$ cat src/pkg/shadow_ctl_pkg.sv
// package: constants and types for the interrupt mode and shadow set controller
package shadow_ctl_pkg;
    // register map of the plain register port (word indices)
    localparam logic [3:0]  ADDR_SHADOW_CTRL = 4'h0;
    localparam logic [3:0]  ADDR_VECTOR_MAP  = 4'h1;
    localparam logic [3:0]  ADDR_INT_MODE    = 4'h2;
    localparam logic [3:0]  ADDR_CAPABILITY3 = 4'h3;
    localparam logic [3:0]  ADDR_PRIV_STATE  = 4'h4;
    // shadow_set_control field positions
    localparam int          POS_HSS          = 26;
    localparam int          POS_ESS          = 12;
    localparam int          POS_PSS          = 6;
    localparam int          POS_CSS          = 0;
    // capability_register_three field positions
    localparam int          POS_VECTORED_IRQ_PRESENT_BIT_BIT     = 5;
    localparam int          POS_VEXT_BIT     = 6;
    // reset values
    localparam logic [3:0]  RST_SET          = 4'h0;
    localparam logic [31:0] RST_VMAP         = 32'h0000_0000;
    // address map
    localparam logic [31:0] USER_SEG_TOP     = 32'h7fff_ffff;
    localparam logic [31:0] UNC_SEG_LO       = 32'ha000_0000;
    localparam logic [31:0] UNC_SEG_HI       = 32'hbfff_ffff;
    localparam logic [31:0] DBG_SEG_LO       = 32'hff20_0000;
    localparam logic [31:0] DBG_SEG_HI       = 32'hff3f_ffff;

    typedef enum logic [1:0] {
        MODE_COMPAT,
        MODE_VECTORED,
        MODE_EXTERNAL
    } int_mode_t;

    typedef enum logic [1:0] {
        PRIV_USER,
        PRIV_KERNEL,
        PRIV_DEBUG
    } priv_t;

    // event presented by the pipeline
    typedef struct packed {
        logic       reset_evt;
        logic       debug_evt;
        logic       nmi_evt;
        logic       irq_evt;
        logic       exc_evt;
        logic       exception_return;
        logic [2:0] vec_num;
        logic [3:0] ext_set;
    } event_t;

    typedef struct packed {
        logic [3:0] current_shadow_set;
        logic [3:0] previous_shadow_set;
        logic [3:0] exception_shadow_set;
        logic [31:0] vmap;
        int_mode_t  mode;
        priv_t      priv;
        logic [31:0] rdata;
    } state_t;
endpackage : shadow_ctl_pkg

$ cat src/rtl/shadow_ctl.sv
// interrupt mode, shadow register set and privilege/address segment control
// ----------------------------------------------------------------------------
// ----------------------------------------------------------------------------
//
// Implementation choices: the plain strobed port and the address map.
`timescale 1ns/1ps
`default_nettype none

module shadow_ctl
    import shadow_ctl_pkg::*;
#(
    parameter int NUM_SETS = 4
) (
    // clock and reset
    input  wire logic        CLK_I,
    input  wire logic        RST_I,
    // register port
    input  wire logic [3:0]  ADDR_I,
    input  wire logic [31:0] WDATA_I,
    input  wire logic        WR_I,
    input  wire logic        RD_I,
    output logic      [31:0] RDATA_O,
    // interrupt sources
    input  wire logic [5:0]  HW_IRQ_I,
    input  wire logic [1:0]  SW_IRQ_I,
    input  wire logic        TIMER_IRQ_I,
    input  wire logic        EXT_CTRL_PRESENT_I,
    // pipeline events
    input  wire event_t      EVENT_I,
    input  wire logic        PREV_SET_ACCESS_I,
    // status to the pipeline
    output logic             IRQ_PENDING_O,
    output logic      [1:0]  ENTRY_KIND_O,
    output logic      [3:0]  GPR_SET_O,
    output logic      [1:0]  MODE_O,
    output logic      [1:0]  PRIV_O,
    // address classification
    input  wire logic [31:0] VADDR_I,
    output logic             ADDR_USER_O,
    output logic             ADDR_UNCACHED_O,
    output logic             ADDR_DEBUG_O
);

    localparam logic [3:0] HIGHEST_SHADOW_SET = 4'(NUM_SETS - 1);

    state_t     q;
    state_t     d;
    logic [8:0] irq_lines;
    logic       entry;
    logic [3:0] new_set;

    // --------------------------------------------------------------------
    // helpers
    // --------------------------------------------------------------------
    function automatic logic [3:0] clip_set(input logic [3:0] s);
        clip_set = (s > HIGHEST_SHADOW_SET) ? RST_SET : s;
    endfunction : clip_set

    function automatic logic [3:0] map_set(input logic [31:0] m,
                                           input logic [2:0]  v);
        map_set = m[{v, 2'b00} +: 4];
    endfunction : map_set

    // --------------------------------------------------------------------
    // interrupt sources and entry selection
    // --------------------------------------------------------------------
    assign irq_lines     = {TIMER_IRQ_I, HW_IRQ_I, SW_IRQ_I};
    assign IRQ_PENDING_O = |irq_lines;
    assign entry = EVENT_I.debug_evt | EVENT_I.nmi_evt | EVENT_I.irq_evt | EVENT_I.exc_evt;

    always_comb begin
        // reset handled by RST_I; debug over nmi over interrupt
        if (EVENT_I.debug_evt) begin
            ENTRY_KIND_O = 2'h3;
        end else if (EVENT_I.nmi_evt) begin
            ENTRY_KIND_O = 2'h2;
        end else if (EVENT_I.irq_evt) begin
            ENTRY_KIND_O = 2'h1;
        end else begin
            ENTRY_KIND_O = 2'h0;
        end
    end

    always_comb begin
        new_set = q.exception_shadow_set;
        if (EVENT_I.irq_evt && !EVENT_I.nmi_evt && !EVENT_I.debug_evt) begin
            unique case (q.mode)
                MODE_VECTORED: new_set = map_set(q.vmap, EVENT_I.vec_num);
                MODE_EXTERNAL: new_set = EVENT_I.ext_set;
                default:       new_set = q.exception_shadow_set;
            endcase
        end
        new_set = clip_set(new_set);
    end

    // --------------------------------------------------------------------
    // next state
    // --------------------------------------------------------------------
    always_comb begin
        d       = q;
        d.rdata = 32'h0000_0000;
        if (WR_I) begin
            unique case (ADDR_I)
                ADDR_SHADOW_CTRL: begin
                    d.exception_shadow_set = clip_set(WDATA_I[POS_ESS +: 4]);
                    d.previous_shadow_set = clip_set(WDATA_I[POS_PSS +: 4]);
                end
                ADDR_VECTOR_MAP:  d.vmap = WDATA_I;
                ADDR_INT_MODE: begin
                    if (WDATA_I[1:0] == 2'h1) begin
                        d.mode = MODE_VECTORED;
                    end else if (WDATA_I[1:0] == 2'h2 && EXT_CTRL_PRESENT_I) begin
                        d.mode = MODE_EXTERNAL;
                    end else begin
                        d.mode = MODE_COMPAT;
                    end
                end
                default: ;
            endcase
        end
        if (RD_I) begin
            unique case (ADDR_I)
                ADDR_SHADOW_CTRL: begin
                    d.rdata[POS_HSS +: 4] = HIGHEST_SHADOW_SET;
                    d.rdata[POS_ESS +: 4] = q.exception_shadow_set;
                    d.rdata[POS_PSS +: 4] = q.previous_shadow_set;
                    d.rdata[POS_CSS +: 4] = q.current_shadow_set;
                end
                ADDR_VECTOR_MAP:  d.rdata = q.vmap;
                ADDR_INT_MODE:    d.rdata[1:0] = q.mode;
                ADDR_CAPABILITY3: begin
                    d.rdata[POS_VECTORED_IRQ_PRESENT_BIT_BIT] = 1'b1;
                    d.rdata[POS_VEXT_BIT] = EXT_CTRL_PRESENT_I;
                end
                ADDR_PRIV_STATE:  d.rdata[1:0] = q.priv;
                default: ;
            endcase
        end
        if (entry) begin
            d.previous_shadow_set  = q.current_shadow_set;
            d.current_shadow_set  = new_set;
            d.priv = EVENT_I.debug_evt ? PRIV_DEBUG : PRIV_KERNEL;
        end else if (EVENT_I.exception_return) begin
            d.current_shadow_set  = q.previous_shadow_set;
            d.priv = (q.priv == PRIV_DEBUG) ? PRIV_KERNEL : PRIV_USER;
        end
    end

    always_ff @(posedge CLK_I or posedge RST_I) begin
        if (RST_I) begin
            q.current_shadow_set   <= RST_SET;
            q.previous_shadow_set   <= RST_SET;
            q.exception_shadow_set   <= RST_SET;
            q.vmap  <= RST_VMAP;
            q.mode  <= MODE_COMPAT;
            q.priv  <= PRIV_KERNEL;
            q.rdata <= 32'h0000_0000;
        end else begin
            q <= d;
        end
    end

    // --------------------------------------------------------------------
    // outputs
    // --------------------------------------------------------------------
    // normal accesses use current set; previous set access for the special moves
    assign GPR_SET_O = PREV_SET_ACCESS_I ? q.previous_shadow_set : q.current_shadow_set;
    assign RDATA_O   = q.rdata;
    assign MODE_O    = q.mode;
    assign PRIV_O    = q.priv;

    assign ADDR_USER_O     = (VADDR_I <= USER_SEG_TOP);
    assign ADDR_UNCACHED_O = (VADDR_I >= UNC_SEG_LO) && (VADDR_I <= UNC_SEG_HI);
    assign ADDR_DEBUG_O    = (q.priv == PRIV_DEBUG) && (VADDR_I >= DBG_SEG_LO)
                             && (VADDR_I <= DBG_SEG_HI);

    // --------------------------------------------------------------------
    // checks
    // --------------------------------------------------------------------
    chk_entry_saves_css: assert property (@(posedge CLK_I) disable iff (RST_I)
        entry |=> q.previous_shadow_set == $past(q.current_shadow_set)) else $error("previous set not saved");
    chk_exception_return_restores: assert property (@(posedge CLK_I) disable iff (RST_I)
        (!entry && EVENT_I.exception_return) |=> q.current_shadow_set == $past(q.previous_shadow_set)) else $error("set not restored");
    chk_vec_map_used: assert property (@(posedge CLK_I) disable iff (RST_I)
        (EVENT_I.irq_evt && !EVENT_I.nmi_evt && !EVENT_I.debug_evt && q.mode == MODE_VECTORED)
        |=> q.current_shadow_set == clip_set(map_set($past(q.vmap), $past(EVENT_I.vec_num))))
        else $error("vector map not used");
    chk_ext_set_used: assert property (@(posedge CLK_I) disable iff (RST_I)
        (EVENT_I.irq_evt && !EVENT_I.nmi_evt && !EVENT_I.debug_evt && q.mode == MODE_EXTERNAL)
        |=> q.current_shadow_set == clip_set($past(EVENT_I.ext_set))) else $error("external set ignored");
    chk_exc_ess_used: assert property (@(posedge CLK_I) disable iff (RST_I)
        (EVENT_I.exc_evt && !EVENT_I.irq_evt) |=> q.current_shadow_set == $past(q.exception_shadow_set))
        else $error("exception set wrong");
    chk_cap_vectored_irq_present_bit_one: assert property (@(posedge CLK_I) disable iff (RST_I)
        (RD_I && ADDR_I == ADDR_CAPABILITY3) |=> RDATA_O[POS_VECTORED_IRQ_PRESENT_BIT_BIT] == 1'b1)
        else $error("vectored bit not one");
    chk_cap_ext_bit: assert property (@(posedge CLK_I) disable iff (RST_I)
        (RD_I && ADDR_I == ADDR_CAPABILITY3)
        |=> RDATA_O[POS_VEXT_BIT] == $past(EXT_CTRL_PRESENT_I))
        else $error("external bit wrong");
    chk_debug_window: assert property (@(posedge CLK_I) disable iff (RST_I)
        ADDR_DEBUG_O |-> (q.priv == PRIV_DEBUG && VADDR_I[31:21] == 11'h7f9))
        else $error("debug window wrong");
    chk_css_in_range: assert property (@(posedge CLK_I) disable iff (RST_I)
        q.current_shadow_set <= HIGHEST_SHADOW_SET) else $error("set above highest");
    chk_debug_priority: assert property (@(posedge CLK_I) disable iff (RST_I)
        EVENT_I.debug_evt |-> ENTRY_KIND_O == 2'h3) else $error("priority wrong");

endmodule : shadow_ctl

`default_nettype wire

$ cat config.mk
export PLATFORM = sky130hd
export DESIGN_NAME = shadow_ctl
export DESIGN_NICKNAME = d
export VERILOG_FILES = /design/src/pkg/shadow_ctl_pkg.sv /design/src/rtl/shadow_ctl.sv
export SDC_FILE = /design/constraint.sdc
export NUM_CORES = 1
export LEC_CHECK = 0
export ABC_CLOCK_PERIOD_IN_PS = 2700
export BUFFER_PORTS_ARGS = -buffer_cell sky130_fd_sc_hd__buf_2
export CAP_MARGIN = 40
export CORE_UTILIZATION = 50
export DETAILED_ROUTE_END_ITERATION = 6
export HOLD_SLACK_MARGIN = 0.08
export PLACE_DENSITY = 0.81
export SLEW_MARGIN = 20
export SYNTH_ARGS = -nofsm -noshare
export SYNTH_HDL_FRONTEND = slang
export SYNTH_SLANG_ARGS = --single-unit
$ cat constraint.sdc
create_clock -name CLK_I -period 2.7 [get_ports CLK_I]
set_input_delay 0.27 -clock CLK_I [delete_from_list [all_inputs] [get_ports CLK_I]]
set_output_delay 0.27 -clock CLK_I [all_outputs]
set_load 0.05 [all_outputs]
==> impl_metrics.py, run 1 <==
metrics = {
    "logic_synthesis": {
        "netlist_area_um2": 3880,
        "ys_types": 50,
        "muxShareOfSynthArea_pct": 15.2,
        "synth_xor_area_share_pct": 0,
        "synth_top_family_by_area": "simple AND/OR/NAND/NOR gates",
        "synth_async_sr_flop_share_pct": 100,
        "synth_ff_type": "dfrtp_1",
        "ys_ff_latch": 80,
        "yosysWarnings": 0,
        "synth_edf_count": 0,
        "synth_cells": 341,
        "synth_compound_area_share_pct": 7.55,
        "yosys.area.top_type": "dfrtp_1",
        "syn_avg_cell_area_um2": 11.4,
        "synth_nets": 439,
        "synth_top_area_share_pct": 51.0,
        "synthSimpleGateAreaFrac_pct": 15.3,
        "synth-seq-area-share_pct": 51.6,
        "synthAdderAreaFrac_pct": 0.903,
        "yosys-top-cells-area": "dfrtp_1 (51%), mux2_2 (9.9%), buf_4 (7.2%)",
    },
    "min_path": {
        "hold_path_class": "input port to flop",
    },
    "cts": {
        "path_clk_slew_ns": 0.08,
        "clock_path_buffers": 2,
        "clock_latency_ns": 0.35,
        "postCtsSetupRepairBufs": 0,
        "cts_tree": "built",
        "h-tree-depth": 3,
        "cts-root-buf": "clkbuf_8",
        "cts_hold_buf": 1,
        "ctsResizeCount": 0,
        "numCtsBuffers": 9,
        "cts.sinks": 80,
    },
    "setup_path": {
        "critical_path_class": "flop to flop",
        "cp-start-kind": "flop",
        "end_kind": "flop",
        "cp_cell_sequence": "inv_1, ha_1, or4b_4, a2111oi_0, a211oi_1, a2bb2oi_1",
        "worstPathMaxFanout": 5,
        "cp_num_buf_inv": 1,
        "worstPathArrival_ns": 2.52,
        "critical_path.top_delay_family": "compound AO/OA/AOI/OAI gates",
        "cp.required_ns": 2.93,
        "slowest_stage": "a2111oi_0",
        "critPathMaxStageDelay_ns": 0.60,
    },
    "route": {
        "dr.first_iter.drc_count": 145,
        "wl_per_cell_um": 16.6,
        "vias": 2841,
        "via_per_inst": 5.36,
        "wirelength_um": 8810,
        "ant_nets": 0,
        "drc": 0,
        "dr.pass1.iters": 4,
    },
    "cells_and_area": {
        "final_common_cell": "buf_2",
        "final_area_um2": 4480,
        "instances_no_fill": 530,
        "drive_gt1_share_pct": 43.6,
        "layout_common_cells": "buf_2 (119), dfrtp_1 (79), mux2_2 (34)",
        "area_delta_synth_final_pct": 15.4,
        "diodes": 0,
        "fin_nets": 525,
    },
    "sta": {
        "slew_headroom_pct": 58.9,
        "max_freq_mhz": 437,
        "hold_slack_ns": 0.128,
        "finClkSkew_ns": 0.00863,
        "grt_setup_unrepaired": "false",
        "maxSlewViolCount": 0,
        "hold_viol": 0,
        "fin_crit_sh_pct": 84.7,
        "tns_ns": 0,
        "worst_pin_slew_ns": 0.601,
        "final.min_clock_period_ns": 2.29,
        "final-setup-viol-count": 0,
    },
    "power": {
        "pwr-share-clk_pct": 28.0,
        "ir_drop_mv": 0.292,
        "p_leak_nw": 2.23,
        "p_int_mw": 1.89,
        "swShare_pct": 29.8,
        "p_total_mw": 2.69,
        "power_switching_mw": 0.800,
        "p_seq_share_pct": 54.2,
        "power_density_nw_per_um2": 600,
        "pwr-share-comb_pct": 17.8,
    },
    "die": {
        "die_area_um2": 8110,
        "die_h_um": 90.1,
        "row_count": 31,
        "fp.dieW_um": 90.1,
        "ios": 142,
        "start_util_pct": 52.6,
        "core_area_um2": 7370,
    },
    "outcome": {
        "outcome": "completed",
    },
    "run": {
        "cap_violations": 0,
    },
    "global_routing": {
        "grt_overflow": 0,
        "grt_pass1_wl_um": 14400,
        "grt_max_degree": 42,
        "antenna_found_initial": 0,
        "track_usage_pct": 23.1,
        "grt_pass1_vias": 2893,
    },
    "placed_design": {
        "dpl_cell_area_um2": 4300,
        "portBuffers": 119,
        "place.gp.congestion": 0.905,
        "dp.cells": 514,
        "dp_hpwl_um": 6760,
    },
}
==> registers in the layout, summed over array words and instances, names as in the netlist <==
signal	flops
q	44
MODE_O	2
PRIV_O	2
RDATA_O	32
==> cell type report <==
| type | count | area, um2 |
|---|---|---|
| Clock buffer | 10 | 128 |
| Clock inverter | 5 | 35.0 |
| Fill cell | 631 | 2890 |
| Inverter | 7 | 26.3 |
| Multi-Input combinational cell | 203 | 1510 |
| Sequential cell | 80 | 2000 |
| Tap cell | 99 | 124 |
| Timing Repair Buffer | 126 | 651 |
==> cells by family after synthesis <==
kind of cell | after synthesis
simple gates | 109
flops | 80
buf+inv | 58
mux | 50
compound gates | 41
fa+ha+maj | 3
==> synth_stat cells (2+ instances only) <==
cell	count
a21o_2	2
nor3_1	2
nand2b_1	2
nand4_1	3
nor2b_1	8
dfrtp_1	79
mux4_2	3
buf_2	8
nor2_1	25
a22oi_1	8
o21ai_0	5
and2_1	20
mux2i_1	7
a211oi_1	2
clkbuf_1	6
mux2_2	34
a2bb2oi_1	2
or3b_2	2
inv_1	7
nor4_1	4
a31oi_1	4
buf_4	37
or4_1	2
nor4b_1	2
ha_1	2
a21oi_1	5
nand2_1	23
o32ai_1	2
mux2_1	6
o221ai_1	3
a2111oi_0	2
nand3_1	4
nand3b_1	3
==> metrics by stage <==
stage	utilization, %	worst slack (ns)
finish	60.7	0.414
global route	60.7	0.356
CTS	60.7	0.422
detailed placement	58.4	0.542
global placement	58.4	0.672
floorplan	-	0.380
==> final timing paths <==
check / cells after the start / to / startpoint / slack [ns]
worst min register to register: 1 / RDATA_O[11]$_DFF_PP0_ / q[47]$_DFFE_PP0P_ / 0.51
max in group asynchronous: 4 / PRIV_O[0]$_DFFE_PP1P_ / RST_I / 1.76
worst max register to register: 6 / q[77]$_DFFE_PP0P_ / MODE_O[0]$_DFFE_PP0P_ / 0.41
worst min-delay path: 2 / q[47]$_DFFE_PP0P_ / WDATA_I[11] / 0.13
min in group asynchronous: 4 / RDATA_O[10]$_DFF_PP0_ / RST_I / 0.57
worst max-delay path: 6 / q[77]$_DFFE_PP0P_ / MODE_O[0]$_DFFE_PP0P_ / 0.41
==> layer usage <==
metal  wire length (um)  part of all wire (%)  up-vias  track usage (%)
li1                   -                     -     1331                -
met1               3600                    41     1385             29.1
met2               4480                    51      106             38.0
met3                529                   6.0       19             5.08
met4                204                   2.3        0             11.0
met5                  0                     0        -                0
==> power groups by stage <==
stage                     logic [mW]  registers [mW]  clock network (mW)
after floorplan                0.359            1.42                   0
after global placement         0.460            1.47                   0
after detailed placement       0.476            1.47                   0
after CTS                      0.482            1.45               0.756
after global routing           0.522            1.47               0.811
final                          0.478            1.46               0.752
==> worst reg2reg max path, cell delays in order (launching register included) <==
cell       delay (ns)
dfrtp_1          0.41
inv_1            0.06
ha_1             0.30
or4b_4           0.54
a2111oi_0        0.60
a211oi_1         0.10
a2bb2oi_1        0.15
Note: power is estimated with default switching activity, not from simulation.
==> run 2: changes to the inputs <==
--- a/config.mk
+++ b/config.mk
@@ -5,7 +5,7 @@
 export SDC_FILE = /design/constraint.sdc
 export NUM_CORES = 1
 export LEC_CHECK = 0
-export ABC_CLOCK_PERIOD_IN_PS = 2700
+export ABC_CLOCK_PERIOD_IN_PS = 2200
 export BUFFER_PORTS_ARGS = -buffer_cell sky130_fd_sc_hd__buf_2
 export CAP_MARGIN = 40
 export CORE_UTILIZATION = 50
==> constraint.sdc (replaced) <==
create_clock -name CLK_I -period 2.2 [get_ports CLK_I]
set_input_delay 0.22 -clock CLK_I [delete_from_list [all_inputs] [get_ports CLK_I]]
set_output_delay 0.22 -clock CLK_I [all_outputs]
set_load 0.05 [all_outputs]
==> run 2 against run 1 <==
Effect of this change:
- total power is 30% higher
- setup slack lost 0.31 ns
- cell area increased by 1.9%
- sequential power is 22% higher
- clock power grew 48%
- core utilization grew 1.2 points
- die area unchanged
==> impl_metrics.py, run 2 (synthesized netlist as in run 1, its figures left out) <==
metrics = {
    "sta": {
        "final-setup-viol-count": 0,
        "finClkSkew_ns": 0.00760,
        "final.min_clock_period_ns": 2.10,
        "maxSlewViolCount": 0,
        "fin_crit_sh_pct": 95.2,
        "slew_headroom_pct": 50.4,
        "worst_pin_slew_ns": 0.742,
        "hold_viol": 0,
        "max_freq_mhz": 477,
    },
    "global_routing": {
        "grt_pass1_wl_um": 14100,
        "grt_pass1_vias": 2831,
        "track_usage_pct": 22.5,
        "grt_overflow": 0,
        "antenna_found_initial": 0,
        "grt_max_degree": 38,
    },
    "die": {
        "core_area_um2": 7370,
        "ios": 142,
        "die_h_um": 90.1,
        "row_count": 31,
        "start_util_pct": 52.6,
        "fp.dieW_um": 90.1,
        "die_area_um2": 8110,
    },
    "setup_path": {
        "worstPathMaxFanout": 5,
        "slowest_stage": "or4b_4",
        "cp_cell_sequence": "inv_1, ha_1, or4b_4, a2111oi_2, a211oi_1, a2bb2oi_1",
        "critical_path_class": "flop to flop",
        "r2r_cells": 6,
        "worstPathArrival_ns": 2.31,
        "end_kind": "flop",
        "cp.required_ns": 2.42,
        "cp-start-kind": "flop",
        "critPathMaxStageDelay_ns": 0.53,
    },
    "outcome": {
        "outcome": "completed",
    },
    "power": {
        "p_seq_share_pct": 51.1,
        "p_total_mw": 3.49,
        "swShare_pct": 28.7,
        "pwr-share-comb_pct": 17.1,
        "p_leak_nw": 2.27,
        "ir_drop_mv": 0.365,
        "power_density_nw_per_um2": 764,
        "p_int_mw": 2.48,
        "power_switching_mw": 1.00,
        "pwr-share-clk_pct": 31.7,
    },
    "route": {
        "drc": 0,
        "vias": 2891,
        "ant_nets": 0,
        "dr.pass1.iters": 5,
        "via_per_inst": 5.42,
        "wl_per_cell_um": 16.3,
        "wirelength_um": 8690,
        "dr.first_iter.drc_count": 231,
    },
    "cells_and_area": {
        "final_common_cell": "buf_2",
        "fin_nets": 527,
        "area_delta_synth_final_pct": 17.6,
        "largest_reg_flops": 44,
        "final_area_um2": 4560,
        "final_util_pct": 61.9,
        "diodes": 0,
        "drive_gt1_share_pct": 44.0,
        "regMostFlops": "q",
        "layout_common_cells": "buf_2 (119), dfrtp_1 (79), mux2_2 (34)",
    },
    "placed_design": {
        "portBuffers": 119,
        "dp_hpwl_um": 6690,
        "place.gp.congestion": 0.949,
        "dpl_cell_area_um2": 4330,
    },
    "cts": {
        "path_clk_slew_ns": 0.08,
        "cts_tree": "built",
        "clock_latency_ns": 0.35,
        "numCtsBuffers": 9,
        "postCtsSetupRepairBufs": 0,
        "cts-root-buf": "clkbuf_8",
        "cts.sinks": 80,
        "h-tree-depth": 3,
        "clock_path_buffers": 2,
    },
    "min_path": {
        "hold_path_depth": 2,
        "hold_path_class": "input port to flop",
    },
    "run": {
        "cap_violations": 0,
    },
}
==> run 2: worst paths after layout <==
| path | start | end | slack (ns) |
|---|---|---|---|
| setup / recovery | MODE_O[0]$_DFFE_PP0P_ | q[77]$_DFFE_PP0P_ | 0.10 |
| hold / removal | WDATA_I[11] | q[47]$_DFFE_PP0P_ | 0.1 |
| setup reg to reg | MODE_O[0]$_DFFE_PP0P_ | q[77]$_DFFE_PP0P_ | 0.10 |
| hold reg to reg | q[47]$_DFFE_PP0P_ | RDATA_O[11]$_DFF_PP0_ | 0.50 |
| max in group asynchronous | RST_I | q[46]$_DFFE_PP0P_ | 1.03 |
| min in group asynchronous | RST_I | q[57]$_DFFE_PP0P_ | 0.55 |
==> run 2: repair_timing <==
action,CTS,global route
hold buffers,2,0
hold endpoints to repair,31,0
gates resized for setup,0,3
setup endpoints to repair,0,2
==> run 2: layout make-up <==
type | instances | area (um2)
repair buffers | 128 | 681
multi-input cells | 203 | 1520
fillers | 610 | 2810
clock inverters | 5 | 65.1
clock buffers | 11 | 141
flip-flops and latches | 80 | 2000
well taps | 99 | 124
inverters | 7 | 30.0
==> run 2: worst max-delay path: cells and delay by family (launching register included) <==
kind                     cells  cell delay [ns]
AO/OA/AOI/OAI                3             0.64
AND/OR/NAND/NOR              1             0.53
flip-flops                   1             0.42
adder cells (fa/ha/maj)      1             0.31
buffers and inverters        1             0.06
==> run 2: per-layer routing <==
layer / wire length [um] / vias up / GRT usage [%]
met3: 462 / 29 / 4.82
met2: 4230 / 116 / 35.1
li1: - / 1340 / -
met4: 299 / 0 / 11.7
met1: 3700 / 1406 / 29.6
met5: 0 / - / 0
==> run 2: through the flow <==
step / worst slack (ns) / hold slack (ns) / TNS (ns) / instances
final: 0.105 / 0.0957 / 0 / 533
after global routing: -0.0182 / 0.0876 / -0.0182 / 533
after CTS: 0.00651 / 0.0813 / 0 / 533
after detailed placement: 0.0120 / 0.382 / 0 / 515
after global placement: 0.184 / 0.368 / 0 / 515
after floorplan: 0.00307 / 0.291 / 0 / 341
==> run 2: power groups by stage <==
stage                     logic, mW  registers [mW]  clock network, mW
after floorplan               0.441            1.75                  0
after global placement        0.573            1.80                  0
after detailed placement      0.592            1.81                  0
after CTS                     0.597            1.78               1.13
after global routing          0.648            1.81               1.20
final                         0.597            1.78               1.11
